`src/design/flash_host_pkg.sv`:
```
package flash_host_pkg;
  // controller clock period
  localparam int CLK_NS = 25;

  // nanoseconds to cycles, rounded up, never below one
  function automatic int cyc_up(input int ns);
    int c;
    c = (ns + CLK_NS - 1) / CLK_NS;
    return (c < 1) ? 1 : c;
  endfunction

  // device timing figures in ns (plain defaults where none is printed)
  localparam int TSUS_NS = 20000;
  localparam int TDP_NS = 3000;
  localparam int WAKE_TIME_NS = 3000;
  localparam int WAKE_WITH_ID_TIME_NS = 1800;
  localparam int RESUME_BUSY_NS = 200;
  localparam int GAP_NS = 100;
  localparam int TSUS_CYC = cyc_up(TSUS_NS);
  localparam int TDP_CYC = cyc_up(TDP_NS);
  localparam int WAKE_TIME_CYC = cyc_up(WAKE_TIME_NS);
  localparam int WAKE_WITH_ID_TIME_CYC = cyc_up(WAKE_WITH_ID_TIME_NS);
  localparam int RESUME_CYC = cyc_up(RESUME_BUSY_NS);
  localparam int GAP_CYC = cyc_up(GAP_NS);

  // serial opcodes
  localparam logic [7:0] OP_RDSR = 8'h05;
  localparam logic [7:0] OP_WREN = 8'h06;
  localparam logic [7:0] OP_BLOCK_ERASE = 8'hd8;
  localparam logic [7:0] OP_CHIP_ERASE = 8'hc7;
  localparam logic [7:0] OP_CHIP_ERASE_ALT = 8'h60;
  localparam logic [7:0] OP_SUSPEND = 8'h75;
  localparam logic [7:0] OP_RESUME = 8'h7a;
  localparam logic [7:0] OP_POWER_DOWN = 8'hb9;
  localparam logic [7:0] OP_RELEASE = 8'hab;
  localparam logic [7:0] DUMMY_BYTE = 8'h00;

  // device status byte: busy bit
  localparam int SR_BUSY_BIT = 0;

  // frame sizes in bytes
  localparam int FRAME_MAX = 5;
  localparam logic [2:0] LEN_ONE = 3'h1;
  localparam logic [2:0] LEN_STATUS = 3'h2;
  localparam logic [2:0] LEN_ADDR = 3'h4;
  localparam logic [2:0] LEN_ID = 3'h5;

  // software commands
  typedef enum logic [2:0] {
    CMD_BLOCK_ERASE = 3'h0,
    CMD_CHIP_ERASE = 3'h1,
    CMD_SUSPEND = 3'h2,
    CMD_RESUME = 3'h3,
    CMD_POWER_DOWN = 3'h4,
    CMD_RELEASE = 3'h5,
    CMD_RELEASE_ID = 3'h6,
    CMD_READ_STATUS = 3'h7
  } cmd_t;

  // register byte offsets
  localparam int AXI_AW = 8;
  localparam logic [7:0] OFS_CMD = 8'h00;
  localparam logic [7:0] OFS_ADDR = 8'h04;
  localparam logic [7:0] OFS_CFG = 8'h08;
  localparam logic [7:0] OFS_STATUS = 8'h0c;
  localparam logic [7:0] OFS_DATA = 8'h10;

  // status register fields
  localparam int ST_BUSY = 0;
  localparam int ST_REFUSED = 1;
  localparam int ST_SUSPENDED = 2;
  localparam int ST_POWERED_DOWN = 3;
  localparam int ST_ERASE_ACTIVE = 4;

  // bus responses
  localparam logic [1:0] RESP_OKAY = 2'h0;
  localparam logic [1:0] RESP_SLVERR = 2'h2;
endpackage

```
`src/design/axi_cmd_regs.sv`:
```
`timescale 1ns/1ps
// axi4-lite slave holding command, address, config, status, data
module axi_cmd_regs
  import flash_host_pkg::*;
(
  // clock and reset
  input wire logic clock,
  input wire logic nrst,
  input wire logic ce,
  // write channels
  input wire logic [flash_host_pkg::AXI_AW-1:0] awaddr,
  input wire logic awvalid,
  output logic awready,
  input wire logic [31:0] wdata,
  input wire logic [3:0] wstrb,
  input wire logic wvalid,
  output logic wready,
  output logic [1:0] bresp,
  output logic bvalid,
  input wire logic bready,
  // read channels
  input wire logic [flash_host_pkg::AXI_AW-1:0] araddr,
  input wire logic arvalid,
  output logic arready,
  output logic [31:0] rdata,
  output logic [1:0] rresp,
  output logic rvalid,
  input wire logic rready,
  // to and from the sequencer
  output logic cmd_wr,
  output logic [2:0] cmd_code,
  output logic [23:0] erase_addr,
  output logic chip_alt,
  input wire logic [31:0] status_word,
  input wire logic [31:0] data_word
);
  import flash_host_pkg::*;

  logic aw_held, w_held; // channel captured
  logic [AXI_AW-1:0] wa; // captured write address
  logic [31:0] wd; // captured write data
  logic [3:0] ws; // captured strobes

  assign awready = !aw_held && !bvalid;
  assign wready = !w_held && !bvalid;
  assign arready = !rvalid;

  // write path: address and data taken in either order
  always_ff @(posedge clock or negedge nrst) begin
    if (!nrst) begin
      aw_held <= 1'b0;
      w_held <= 1'b0;
      wa <= '0;
      wd <= 32'h0000_0000;
      ws <= 4'h0;
      bvalid <= 1'b0;
      bresp <= RESP_OKAY;
      cmd_wr <= 1'b0;
      cmd_code <= 3'h0;
      erase_addr <= 24'h00_0000;
      chip_alt <= 1'b0;
    end else if (ce) begin
      cmd_wr <= 1'b0;
      if (awvalid && awready) begin
        aw_held <= 1'b1;
        wa <= awaddr;
      end
      if (wvalid && wready) begin
        w_held <= 1'b1;
        wd <= wdata;
        ws <= wstrb;
      end
      if (aw_held && w_held) begin
        // both present: perform and answer
        aw_held <= 1'b0;
        w_held <= 1'b0;
        bvalid <= 1'b1;
        bresp <= RESP_OKAY;
        unique case (wa)
          OFS_CMD: begin
            if (ws[0]) begin
              cmd_code <= wd[2:0];
              cmd_wr <= 1'b1;
            end
          end
          OFS_ADDR: begin
            for (int i = 0; i < 3; i++) begin
              if (ws[i]) begin
                erase_addr[i*8 +: 8] <= wd[i*8 +: 8];
              end
            end
          end
          OFS_CFG: begin
            if (ws[0]) begin
              chip_alt <= wd[0];
            end
          end
          OFS_STATUS, OFS_DATA: ; // read only, write dropped
          default: bresp <= RESP_SLVERR;
        endcase
      end else if (bvalid && bready) begin
        bvalid <= 1'b0;
      end
    end
  end

  // read path
  always_ff @(posedge clock or negedge nrst) begin
    if (!nrst) begin
      rvalid <= 1'b0;
      rdata <= 32'h0000_0000;
      rresp <= RESP_OKAY;
    end else if (ce) begin
      if (arvalid && arready) begin
        rvalid <= 1'b1;
        rresp <= RESP_OKAY;
        unique case (araddr)
          OFS_CMD: rdata <= {29'h0, cmd_code};
          OFS_ADDR: rdata <= {8'h00, erase_addr};
          OFS_CFG: rdata <= {31'h0, chip_alt};
          OFS_STATUS: rdata <= status_word;
          OFS_DATA: rdata <= data_word;
          default: begin
            rdata <= 32'h0000_0000;
            rresp <= RESP_SLVERR;
          end
        endcase
      end else if (rvalid && rready) begin
        rvalid <= 1'b0;
      end
    end
  end
endmodule // axi_cmd_regs

```
`src/design/flash_host.sv`:
```
`timescale 1ns/1ps
module flash_host
  import flash_host_pkg::*;
#(
  parameter int SCK_HALF = 4,
  parameter int TIMER_W = 16
) (
  // clock, reset, enable
  input wire logic clock,
  input wire logic nrst,
  input wire logic ce,
  // axi4-lite write address
  input wire logic [flash_host_pkg::AXI_AW-1:0] awaddr,
  input wire logic awvalid,
  output logic awready,
  // axi4-lite write data
  input wire logic [31:0] wdata,
  input wire logic [3:0] wstrb,
  input wire logic wvalid,
  output logic wready,
  // axi4-lite write response
  output logic [1:0] bresp,
  output logic bvalid,
  input wire logic bready,
  // axi4-lite read address
  input wire logic [flash_host_pkg::AXI_AW-1:0] araddr,
  input wire logic arvalid,
  output logic arready,
  // axi4-lite read data
  output logic [31:0] rdata,
  output logic [1:0] rresp,
  output logic rvalid,
  input wire logic rready,
  // flash pins
  output logic flash_cs_n,
  output logic flash_sck,
  output logic flash_mosi,
  input wire logic flash_miso
);
  import flash_host_pkg::*;

  typedef enum logic [3:0] {
    st_idle,
    st_poll,
    st_pchk,
    st_wren,
    st_main,
    st_open,
    st_shift,
    st_gap,
    st_fin,
    st_wait
  } state_t;

  state_t state; // sequencer state
  state_t after_st; // where to go after the frame gap
  cmd_t cur; // command under way
  logic cmd_wr; // software command strobe
  logic [2:0] cmd_code; // raw command code
  logic [23:0] erase_addr; // block address
  logic chip_alt; // use alternate chip erase opcode
  logic [7:0] tx_buf [FRAME_MAX]; // outgoing frame bytes
  logic [2:0] n_bytes; // frame length
  logic [2:0] idx; // current byte
  logic byte_start; // start pulse to shifter
  logic byte_done; // shifter finished a byte
  logic [7:0] byte_rx; // byte shifted in
  logic [7:0] last_sr; // last device status byte
  logic [7:0] dev_id; // last device id
  logic [TIMER_W-1:0] gap_cnt; // chip select high time
  logic [TIMER_W-1:0] wait_cnt; // post command wait
  logic [TIMER_W-1:0] sus_guard; // spacing after resume
  logic suspended; // host copy of suspend flag
  logic powered_down; // host copy of power-down state
  logic erase_active; // erase believed running
  logic chip_active; // the running erase is a chip erase
  logic refused; // last command was refused
  logic refuse; // combinational refusal check
  logic [31:0] status_word; // status register image
  logic [31:0] data_word; // data register image

  // is a command an erase
  function automatic logic is_erase(input cmd_t c);
    return (c == CMD_BLOCK_ERASE) || (c == CMD_CHIP_ERASE);
  endfunction

  // is a command a release from power-down
  function automatic logic is_release(input cmd_t c);
    return (c == CMD_RELEASE) || (c == CMD_RELEASE_ID);
  endfunction

  // register block
  axi_cmd_regs u_regs (
    .clock(clock),
    .nrst(nrst),
    .ce(ce),
    .awaddr(awaddr),
    .awvalid(awvalid),
    .awready(awready),
    .wdata(wdata),
    .wstrb(wstrb),
    .wvalid(wvalid),
    .wready(wready),
    .bresp(bresp),
    .bvalid(bvalid),
    .bready(bready),
    .araddr(araddr),
    .arvalid(arvalid),
    .arready(arready),
    .rdata(rdata),
    .rresp(rresp),
    .rvalid(rvalid),
    .rready(rready),
    .cmd_wr(cmd_wr),
    .cmd_code(cmd_code),
    .erase_addr(erase_addr),
    .chip_alt(chip_alt),
    .status_word(status_word),
    .data_word(data_word)
  );

  // byte shifter and serial clock divider
  spi_byte_io #(
    .HALF(SCK_HALF)
  ) u_shift (
    .clock(clock),
    .nrst(nrst),
    .ce(ce),
    .start(byte_start),
    .tx(tx_buf[idx]),
    .rx(byte_rx),
    .done(byte_done),
    .sck(flash_sck),
    .mosi(flash_mosi),
    .miso(flash_miso)
  );

  // register images
  always_comb begin
    status_word = 32'h0000_0000;
    status_word[ST_BUSY] = (state != st_idle);
    status_word[ST_REFUSED] = refused;
    status_word[ST_SUSPENDED] = suspended;
    status_word[ST_POWERED_DOWN] = powered_down;
    status_word[ST_ERASE_ACTIVE] = erase_active;
    data_word = {16'h0000, dev_id, last_sr};
  end

  // refusal check on a new software command
  always_comb begin
    refuse = 1'b0;
    if (powered_down && !is_release(cmd_t'(cmd_code))) begin
      refuse = 1'b1;
    end
    if (suspended && is_erase(cmd_t'(cmd_code))) begin
      refuse = 1'b1;
    end
    if (cmd_t'(cmd_code) == CMD_SUSPEND) begin
      // only a running block erase, once, and not too soon after resume
      if (suspended || !erase_active || chip_active) begin
        refuse = 1'b1;
      end
      if (sus_guard != '0) begin
        refuse = 1'b1;
      end
    end
    if (cmd_t'(cmd_code) == CMD_RESUME && !suspended) begin
      refuse = 1'b1;
    end
    if (is_release(cmd_t'(cmd_code)) && erase_active && !suspended) begin
      refuse = 1'b1;
    end
  end

  // spacing timer started by a resume
  always_ff @(posedge clock or negedge nrst) begin
    if (!nrst) begin
      sus_guard <= '0;
    end else if (ce) begin
      if (state == st_fin && cur == CMD_RESUME) begin
        sus_guard <= TIMER_W'(TSUS_CYC);
      end else if (sus_guard != '0) begin
        sus_guard <= sus_guard - 1'b1;
      end
    end
  end

  // command sequencer
  always_ff @(posedge clock or negedge nrst) begin
    if (!nrst) begin
      state <= st_idle;
      after_st <= st_idle;
      cur <= CMD_READ_STATUS;
      for (int i = 0; i < FRAME_MAX; i++) begin
        tx_buf[i] <= 8'h00;
      end
      n_bytes <= LEN_ONE;
      idx <= 3'h0;
      byte_start <= 1'b0;
      flash_cs_n <= 1'b1;
      gap_cnt <= '0;
      wait_cnt <= '0;
      last_sr <= 8'h00;
      dev_id <= 8'h00;
      suspended <= 1'b0;
      powered_down <= 1'b0;
      erase_active <= 1'b0;
      chip_active <= 1'b0;
      refused <= 1'b0;
    end else if (ce) begin
      byte_start <= 1'b0;
      unique case (state)
        // wait for software
        st_idle: begin
          if (cmd_wr) begin
            cur <= cmd_t'(cmd_code);
            refused <= refuse;
            if (!refuse) begin
              // erase and resume first see the device idle
              if (is_erase(cmd_t'(cmd_code)) || cmd_t'(cmd_code) == CMD_RESUME) begin
                state <= st_poll;
              end else begin
                state <= st_main;
              end
            end
          end
        end
        // status read frame
        st_poll: begin
          tx_buf[0] <= OP_RDSR;
          tx_buf[1] <= DUMMY_BYTE;
          n_bytes <= LEN_STATUS;
          after_st <= st_pchk;
          state <= st_open;
        end
        // repeat until busy reads zero
        st_pchk: begin
          if (last_sr[SR_BUSY_BIT]) begin
            state <= st_poll;
          end else begin
            if (!suspended) begin
              erase_active <= 1'b0;
              chip_active <= 1'b0;
            end
            state <= (cur == CMD_RESUME) ? st_main : st_wren;
          end
        end
        // write enable before erase
        st_wren: begin
          tx_buf[0] <= OP_WREN;
          n_bytes <= LEN_ONE;
          after_st <= st_main;
          state <= st_open;
        end
        // build the command frame itself
        st_main: begin
          after_st <= st_fin;
          state <= st_open;
          unique case (cur)
            CMD_BLOCK_ERASE: begin
              tx_buf[0] <= OP_BLOCK_ERASE;
              tx_buf[1] <= erase_addr[23:16];
              tx_buf[2] <= erase_addr[15:8];
              tx_buf[3] <= erase_addr[7:0];
              n_bytes <= LEN_ADDR;
            end
            CMD_CHIP_ERASE: begin
              tx_buf[0] <= chip_alt ? OP_CHIP_ERASE_ALT : OP_CHIP_ERASE;
              n_bytes <= LEN_ONE;
            end
            CMD_SUSPEND: begin
              tx_buf[0] <= OP_SUSPEND;
              n_bytes <= LEN_ONE;
            end
            CMD_RESUME: begin
              tx_buf[0] <= OP_RESUME;
              n_bytes <= LEN_ONE;
            end
            CMD_POWER_DOWN: begin
              tx_buf[0] <= OP_POWER_DOWN;
              n_bytes <= LEN_ONE;
            end
            CMD_RELEASE: begin
              tx_buf[0] <= OP_RELEASE;
              n_bytes <= LEN_ONE;
            end
            CMD_RELEASE_ID: begin
              tx_buf[0] <= OP_RELEASE;
              tx_buf[1] <= DUMMY_BYTE;
              tx_buf[2] <= DUMMY_BYTE;
              tx_buf[3] <= DUMMY_BYTE;
              tx_buf[4] <= DUMMY_BYTE;
              n_bytes <= LEN_ID;
            end
            CMD_READ_STATUS: begin
              tx_buf[0] <= OP_RDSR;
              tx_buf[1] <= DUMMY_BYTE;
              n_bytes <= LEN_STATUS;
            end
          endcase
        end
        // select the device and start the first byte
        st_open: begin
          flash_cs_n <= 1'b0;
          idx <= 3'h0;
          byte_start <= 1'b1;
          state <= st_shift;
        end
        // run bytes; deselect right after the last bit
        st_shift: begin
          if (byte_done) begin
            if (idx == n_bytes - 3'h1) begin
              flash_cs_n <= 1'b1;
              if (n_bytes == LEN_STATUS) begin
                last_sr <= byte_rx;
              end
              if (n_bytes == LEN_ID) begin
                dev_id <= byte_rx;
              end
              gap_cnt <= TIMER_W'(GAP_CYC);
              state <= st_gap;
            end else begin
              idx <= idx + 3'h1;
              byte_start <= 1'b1;
            end
          end
        end
        // minimum deselect time between frames
        st_gap: begin
          if (gap_cnt == '0) begin
            state <= after_st;
          end else begin
            gap_cnt <= gap_cnt - 1'b1;
          end
        end
        // update host flags and choose the settling wait
        st_fin: begin
          state <= st_wait;
          wait_cnt <= '0;
          unique case (cur)
            CMD_BLOCK_ERASE: erase_active <= 1'b1;
            CMD_CHIP_ERASE: begin
              erase_active <= 1'b1;
              chip_active <= 1'b1;
            end
            CMD_SUSPEND: suspended <= 1'b1;
            CMD_RESUME: begin
              suspended <= 1'b0;
              wait_cnt <= TIMER_W'(RESUME_CYC);
            end
            CMD_POWER_DOWN: begin
              powered_down <= 1'b1;
              wait_cnt <= TIMER_W'(TDP_CYC);
            end
            CMD_RELEASE: begin
              powered_down <= 1'b0;
              wait_cnt <= TIMER_W'(WAKE_TIME_CYC);
            end
            CMD_RELEASE_ID: begin
              powered_down <= 1'b0;
              wait_cnt <= TIMER_W'(WAKE_WITH_ID_TIME_CYC);
            end
            CMD_READ_STATUS: begin
              if (!last_sr[SR_BUSY_BIT] && !suspended) begin
                erase_active <= 1'b0;
                chip_active <= 1'b0;
              end
            end
          endcase
        end
        // chip select stays high through the wait
        st_wait: begin
          if (wait_cnt == '0) begin
            state <= st_idle;
          end else begin
            wait_cnt <= wait_cnt - 1'b1;
          end
        end
      endcase
    end
  end
endmodule // flash_host

```
`src/design/spi_byte_io.sv`:
```
`timescale 1ns/1ps
// one byte, mode 0, msb first; serial clock made by dividing the core clock
module spi_byte_io #(
  parameter int HALF = 4
) (
  // clock and reset
  input wire logic clock,
  input wire logic nrst,
  input wire logic ce,
  // byte request and answer
  input wire logic start,
  input wire logic [7:0] tx,
  output logic [7:0] rx,
  output logic done,
  // serial pins
  output logic sck,
  output logic mosi,
  input wire logic miso
);
  logic s1, s2, s3; // miso synchroniser stages
  logic miso_f; // filtered miso
  logic active; // byte in flight
  logic [7:0] shreg; // outgoing bits
  logic [2:0] bitn; // bit index
  logic [$clog2(HALF+1)-1:0] hcnt; // half period counter

  // three stage synchroniser, change taken when stages two and three agree
  always_ff @(posedge clock or negedge nrst) begin
    if (!nrst) begin
      s1 <= 1'b0;
      s2 <= 1'b0;
      s3 <= 1'b0;
      miso_f <= 1'b0;
    end else if (ce) begin
      s1 <= miso;
      s2 <= s1;
      s3 <= s2;
      if (s2 == s3) begin
        miso_f <= s3;
      end
    end
  end

  // shift engine: rise latches mosi at the device, fall samples miso
  always_ff @(posedge clock or negedge nrst) begin
    if (!nrst) begin
      active <= 1'b0;
      shreg <= 8'h00;
      rx <= 8'h00;
      bitn <= 3'h0;
      hcnt <= '0;
      sck <= 1'b0;
      mosi <= 1'b0;
      done <= 1'b0;
    end else if (ce) begin
      done <= 1'b0;
      if (!active) begin
        if (start) begin
          active <= 1'b1;
          shreg <= {tx[6:0], 1'b0};
          mosi <= tx[7];
          bitn <= 3'h0;
          hcnt <= '0;
        end
      end else if (hcnt == ($clog2(HALF+1))'(HALF - 1)) begin
        hcnt <= '0;
        if (!sck) begin
          // rising edge
          sck <= 1'b1;
        end else begin
          // falling edge: sample late in the high phase
          sck <= 1'b0;
          rx <= {rx[6:0], miso_f};
          if (bitn == 3'h7) begin
            active <= 1'b0;
            done <= 1'b1;
          end else begin
            bitn <= bitn + 3'h1;
            mosi <= shreg[7];
            shreg <= {shreg[6:0], 1'b0};
          end
        end
      end else begin
        hcnt <= hcnt + 1'b1;
      end
    end
  end
endmodule // spi_byte_io

```
`config.mk`:
```
export PLATFORM = sky130hd
export DESIGN_NAME = flash_host
export DESIGN_NICKNAME = d
export VERILOG_FILES = /design/src/design/flash_host_pkg.sv /design/src/design/axi_cmd_regs.sv /design/src/design/flash_host.sv /design/src/design/spi_byte_io.sv
export SDC_FILE = /design/constraint.sdc
export NUM_CORES = 1
export LEC_CHECK = 0
export BUFFER_PORTS_ARGS = -buffer_cell sky130_fd_sc_hd__buf_2
export CORE_MARGIN = 3
export CORE_UTILIZATION = 64
export DETAILED_ROUTE_END_ITERATION = 8
export PLACE_DENSITY = 0.85
export SYNTH_ARGS = -nofsm -noshare
export SYNTH_HDL_FRONTEND = slang
export SYNTH_SLANG_ARGS = --single-unit
```
`constraint.sdc`:
```
create_clock -name clock -period 7.75 [get_ports clock]
set_clock_uncertainty 0.2 [all_clocks]
set_input_delay 1.9375 -clock clock [delete_from_list [all_inputs] [get_ports clock]]
set_output_delay 1.9375 -clock clock [all_outputs]
set_load 0.05 [all_outputs]
```
Word level (Yosys, flattened, before mapping)
Index checks and enable logic that the tools add are counted.
{"block": "totals", "ff_bits": 254, "wordCells": 302, "out_inout_bits": 44, "in_bits": 61}
{"block": "op_classes", "n_addsub": 7, "n_eq_ne": 53, "reduce_logical": 94, "muxes": 97, "n_bitwise": 1, "n_lt_le_gt_ge": 1}
{"op": "$pmux 24 s5", "n": 1}
{"op": "$mux 16", "n": 6}
{"op": "$pmux 16 s2", "n": 3}
{"op": "$mux 8", "n": 8}
{"op": "$pmux 8 s7", "n": 1}
{"op": "$sub 16x1->16 const B", "n": 3}
{"op": "$mux 1", "n": 40}
{"op": "$mux 3", "n": 12}
{"op": "$eq 8x4->1 const B", "n": 4}
{"op": "$logic_not 16->1", "n": 2}
{"op": "$pmux 4 s8", "n": 1}
{"op": "$pmux 8 s2", "n": 2}
{"op": "$reduce_and 4->1", "n": 8}
{"op": "$reduce_bool 2->1", "n": 14}
{"op": "$bmux 8 s3", "n": 1}
{"op": "$eq 3x3->1 const B", "n": 8}
{"op": "$mux 4", "n": 6}
{"op": "$pmux 8 s3", "n": 1}
{"op": "$reduce_and 2->1", "n": 12}
{"op": "$ne 2x2->1 const B", "n": 11}
{"op": "$pmux 7 s3", "n": 1}
{"op": "$reduce_and 3->1", "n": 7}
{"op": "$reduce_and 5->1", "n": 4}
{"op": "$eq 3x2->1 const B", "n": 6}
{"op": "37 further kinds", "n": 91}

Longest topological paths before layout
{"block": "logic_depth", "word_depth": 14, "depth_mapped": 9, "ltp_nobuf": 8}

Hierarchy
From an unflattened synthesis, not the netlist that was laid out.
{"block": "hier_totals", "hier_cells": 1126, "area_unflattened_um2": 12134.1}
{"module": "flash_host", "n_inst": 1, "area_per_inst_um2": 6313.6, "cells_per_inst": 655, "seq_area_each_um2": 2984.1}
{"module": "axi_cmd_regs", "n_inst": 1, "area_per_inst_um2": 4413.0, "cells_per_inst": 346, "seq_area_each_um2": 2552.4}
{"module": "spi_byte_io", "n_inst": 1, "area_per_inst_um2": 1407.6, "cells_per_inst": 125, "seq_area_each_um2": 725.7}

Worst setup path before layout
OpenSTA, ideal clock, no wires.
{"block": "synth_path", "path_type": "input to register", "from": "in araddr[1] (netlist bit)", "to": "reg u_regs.rdata[10]", "setup_slack_ns": 3.906, "setup_time_ns": 0.083, "path_buffers": 2, "stages": 7, "required_ns": 7.467, "t_arrival_ns": 3.561, "path_cell_list": "or4_1 > nor3_1 > and3b_1 > clkbuf_1 > buf_2 > a22oi_1 > o21ai_0"}
{"block": "synth_between", "elab_chain_cells": 2, "word_cells_on_any_way": 6, "classes_between": "4 x eq/ne; 1 x mux; 1 x reduce/logical"}
{"item": "start, declared", "line": "flash_host.sv:26", "rtl": "input wire logic [flash_host_pkg::AXI_AW-1:0] araddr,"}
{"item": "$eq 8x5->1 (tied with other cells)", "line": "axi_cmd_regs.sv:117", "rtl": "unique case (araddr)"}
{"item": "$pmux 24 s5 (*)", "line": "axi_cmd_regs.sv:117"}
{"item": "end signal, assigned", "line": "axi_cmd_regs.sv:118", "rtl": "OFS_CMD: rdata <= {29'h0, cmd_code};"}
{"item": "end signal, assigned", "line": "axi_cmd_regs.sv:119", "rtl": "OFS_ADDR: rdata <= {8'h00, erase_addr};"}
{"item": "end signal, assigned", "line": "axi_cmd_regs.sv:120", "rtl": "OFS_CFG: rdata <= {31'h0, chip_alt};"}
{"item": "end, declared", "line": "axi_cmd_regs.sv:25", "rtl": "output logic [31:0] rdata,"}
Mark *: on every way between the ends. The rest lies on a longest branch, timed or not.
A chain may end at the register's enable or synchronous reset.

Worst setup path after layout
{"block": "layout_path", "from": "in ce", "to": "reg u_regs.erase_addr[20]"}
{"block": "layout_between", "elab_chain_cells": 1}
{"item": "start, declared", "line": "flash_host.sv:11", "rtl": "input wire logic ce,"}
{"item": "$reduce_and 4->1 (no source line)"}
{"item": "end signal, assigned by index", "line": "axi_cmd_regs.sv:89", "rtl": "erase_addr[i*8 +: 8] <= wd[i*8 +: 8];"}
{"item": "end, declared", "line": "axi_cmd_regs.sv:32", "rtl": "output logic [23:0] erase_addr,"}
Every way passes these cells.

==> insert_results.sql <==
INSERT INTO impl_metrics (metric_group, metric, value, unit) VALUES
('synthesis', 'synth.distinct_cells', '72', ''),
('synthesis', 'synth_edf_count', '0', ''),
('power', 'vdd_ir_drop_max', '246', 'uV'),
('clock_tree', 'h-tree-depth', '1', ''),
('setup_path', 'critical_path.max_stage_delay', '740', 'ps'),
('clock_tree', 'clockBufferDepth', '3', ''),
('finish', 'fin_util', '74.6', '%'),
('sta', 'timing_max_transition_violations_final', '0', ''),
('clock_tree', 'quantity_of_gates_resized_following_cts', '0', ''),
('sta', 'grt_setup_unrepaired', 'no', ''),
('global_routing', 'grt_max_degree', '176', ''),
('setup_path', 'critical_path_cell_count', '7', ''),
('drt', 'dr.pass1.iters', '6', ''),
('synthesis', 'yosys.area.top_type', 'sky130_fd_sc_hd__dfrtp_1', ''),
('sta', 'hold_violations', '0', ''),
('power', 'p_leak', '5.95', 'nW'),
('setup_path', 'timing.critical_path.cells', 'buf_2 -> nand3_1 -> nor2_1 -> nand3_1 -> nor3b_1 -> nand2_1 -> mux2_2', ''),
('global_routing', 'antenna_found_initial', '0', ''),
('placed_design', 'post-place-ws', '2710', 'ps'),
('die', 'core_area', '16900', 'um^2'),
('sta', 'period_minus_slack', '4640', 'ps'),
('sta', 'max_slew.worst_pin.slew', '1290', 'ps'),
('die', 'num_io_pins', '105', ''),
('clock_tree', 'clk-insertion-delay-late', '520', 'ps'),
('synthesis', 'yosysMostFrequentCell', 'sky130_fd_sc_hd__dfrtp_1', ''),
('clock_tree', 'cts_tree', 'done', ''),
('synthesis', 'post_synth_most_frequent_cells', 'sky130_fd_sc_hd__dfrtp_1, sky130_fd_sc_hd__nand2_1, sky130_fd_sc_hd__mux2_2', ''),
('global_routing', 'grt_use_total', '27.0', '%'),
('synthesis', 'seq_area_frac_synth', '54.0', '%'),
('clock_tree', 'cts_root_buf', 'sky130_fd_sc_hd__clkbuf_16', ''),
('setup_path', 'worst-setup-path-type', 'primary input to flip-flop', ''),
('drt', 'wl_per_cell', '19.0', 'um'),
('setup_path', 'cp_common_cell', 'sky130_fd_sc_hd__nand3_1', ''),
('global_routing', 'grt_pass1_vias', '8670', ''),
('synthesis', 'ys_ff_latch', '242', ''),
('setup_path', 'crit_slowest_cell', 'sky130_fd_sc_hd__nor3b_1', ''),
('die', 'chipWidth', '138', 'um'),
('run_status', 'outcome', 'complete, no violations', ''),
('die', 'number_of_placement_rows', '47', ''),
('synthesis', 'syn_area', '11200', 'um^2'),
('synthesis', 'fraction_of_post_synthesis_cell_area_in_the_top_cell_type_by_area', '52.8', '%'),
('clock_tree', 'number_of_buffers_added_by_the_clock_tree_synthesis_step', '24', ''),
('sta', 'worst_slew_margin_rel', '13.6', '%'),
('finish', 'syn_to_final_growth', '12.2', '%'),
('die', 'initial_core_util', '66.5', '%'),
('clock_tree', 'postCtsSetupBuffers', '0', ''),
('finish', 'num_antenna_cells', '0', ''),
('hold_path', 'min-delay-path-class', 'flip-flop to flip-flop', ''),
('hold_path', 'holdPathStages', '2', ''),
('setup_path', 'worst_path_dominant_cell_family', 'simple AND/OR/NAND/NOR gates', ''),
('synthesis', 'yosys_warnings', '0', ''),
('clock_tree', 'hold_buffers', '0', ''),
('setup_path', 'reg2regPathDepth', '7', ''),
('clock_tree', 'cts_num_sinks', '242', ''),
('sta', 'fin_crit_sh', '59.8', '%'),
('placed_design', 'gp_congestion', '0.862', ''),
('finish', 'fin_nets', '1203', ''),
('finish', 'drive_gt1_share', '20.0', '%'),
('placed_design', 'dp.final_hpwl', '16500', 'um'),
('setup_path', 'critical_path_arrival', '4830', 'ps'),
('synthesis', 'async_flop_share', '100', '%'),
('sta', 'fmax', '216', 'MHz'),
('synthesis', 'post_synth_inst_count', '1064', ''),
('setup_path', 'crit_path_start_kind', 'primary input', ''),
('die', 'fp.dieArea', '19200', 'um^2'),
('job', 'drv.max_cap_violation_count', '0', ''),
('power', 'power_density', '324', 'nW/um^2'),
('sta', 'setup_ws', '3110', 'ps'),
('drt', 'post_drt_via_cell_ratio', '6.32', ''),
('drt', 'num_vias', '8638', ''),
('drt', 'drt_drc_violations_left', '0', '');
==> cells in the final DEF, fill, tap and decap left out, types with 8 or more instances in the layout <==
cell type | synthesis | layout
sky130_fd_sc_hd__nand3_1 | 44 | 44
sky130_fd_sc_hd__dfrtp_1 | 237 | 237
sky130_fd_sc_hd__conb_1 | 1 | 10
sky130_fd_sc_hd__buf_2 | 7 | 84
sky130_fd_sc_hd__a22oi_1 | 13 | 13
sky130_fd_sc_hd__a21oi_1 | 38 | 38
sky130_fd_sc_hd__o21ai_1 | 8 | 8
sky130_fd_sc_hd__and3_1 | 11 | 11
sky130_fd_sc_hd__nand4_1 | 9 | 9
sky130_fd_sc_hd__a221oi_1 | 8 | 8
sky130_fd_sc_hd__nor4_1 | 11 | 11
sky130_fd_sc_hd__inv_1 | 33 | 33
sky130_fd_sc_hd__mux4_2 | 8 | 8
sky130_fd_sc_hd__nor3_1 | 17 | 17
sky130_fd_sc_hd__xor2_1 | 24 | 24
sky130_fd_sc_hd__a22o_1 | 10 | 10
sky130_fd_sc_hd__nand2_1 | 156 | 156
sky130_fd_sc_hd__mux2_1 | 10 | 10
sky130_fd_sc_hd__mux2_2 | 75 | 75
sky130_fd_sc_hd__or3_1 | 14 | 14
sky130_fd_sc_hd__clkbuf_16 | 0 | 24
sky130_fd_sc_hd__o21ai_0 | 67 | 67
sky130_fd_sc_hd__ha_1 | 11 | 11
sky130_fd_sc_hd__nor2_1 | 70 | 70
sky130_fd_sc_hd__nand2b_1 | 10 | 10
sky130_fd_sc_hd__a21o_1 | 8 | 8
sky130_fd_sc_hd__xnor2_1 | 8 | 8
sky130_fd_sc_hd__o31ai_1 | 8 | 8
==> per-stage QoR <==
| step | instances | instance area [um^2] | total power, mW |
|---|---|---|---|
| 2_1_floorplan | 1073 | 11300 | 2.56 |
| 3_3_place_gp | 1325 | 11800 | 2.76 |
| 3_5_place_dp | 1325 | 11800 | 2.82 |
| 4_1_cts | 1367 | 12600 | 4.09 |
| 5_1_grt | 1367 | 12600 | 4.31 |
| 6_report | 1367 | 12600 | 4.09 |
==> tightest hold or removal path, delay by kind of cell (launching register included) <==
family	cells	cell delay, ps
DFF	1	340
and+or+nand+nor	2	100
==> where the power goes <==
group	internal (mW)	total [mW]	switching, mW
Sequential	1.57	1.89	0.325
Clock	0.741	1.23	0.493
Combinational	0.422	0.959	0.537
==> sequential cells by signal, indices dropped and copies added (netlist names), 7 cells and up <==
signal and count:
u_regs.erase_addr 24, u_shift.shreg 7, gap_cnt 16, u_regs.wa 8
u_shift.rx 8, u_regs.rdata 24, wait_cnt 16, u_regs.wd 24
dev_id 8, tx_buf 32, sus_guard 16, last_sr 8
==> cell families after synthesis <==
logic type      share of synthesized area (%)
simple gates                             17.0
flops                                    54.0
compound gates                           11.1
mux                                      10.4
buf+inv                                  3.52
xor+xnor                                 2.71
fa+ha+maj                                1.23
other cells                            0.0334
==> routing by layer <==
layer / GRT usage (%) / routed length, um
met1: 38.5 / 10900
met2: 42.5 / 12200
met3: 4.04 / 1720
met4: 10.5 / 1070
met5: 0 / 0
==> path summary, 6_finish.rpt <==
kind,startpoint,endpoint,slack (ps)
worst max register to register,n_bytes[0],dev_id[6],4340
worst min register to register,tx_buf[19],tx_buf[19],270
worst min-delay path,tx_buf[19],tx_buf[19],270
max in group asynchronous,nrst,sus_guard[14],4900
min in group asynchronous,nrst,gap_cnt[4],1160
worst max-delay path,ce,u_regs.erase_addr[20],3110
==> layout make-up <==
| cell class | count | area (um^2) |
|---|---|---|
| timing repair buffer | 90 | 485 |
| inverter | 34 | 128 |
| multi-input combinational | 739 | 4800 |
| fill | 1057 | 4280 |
| clock buffer | 30 | 663 |
| clock inverter | 12 | 178 |
| tap | 220 | 275 |
| sequential | 242 | 6060 |
(Power assumes the default switching activity.)
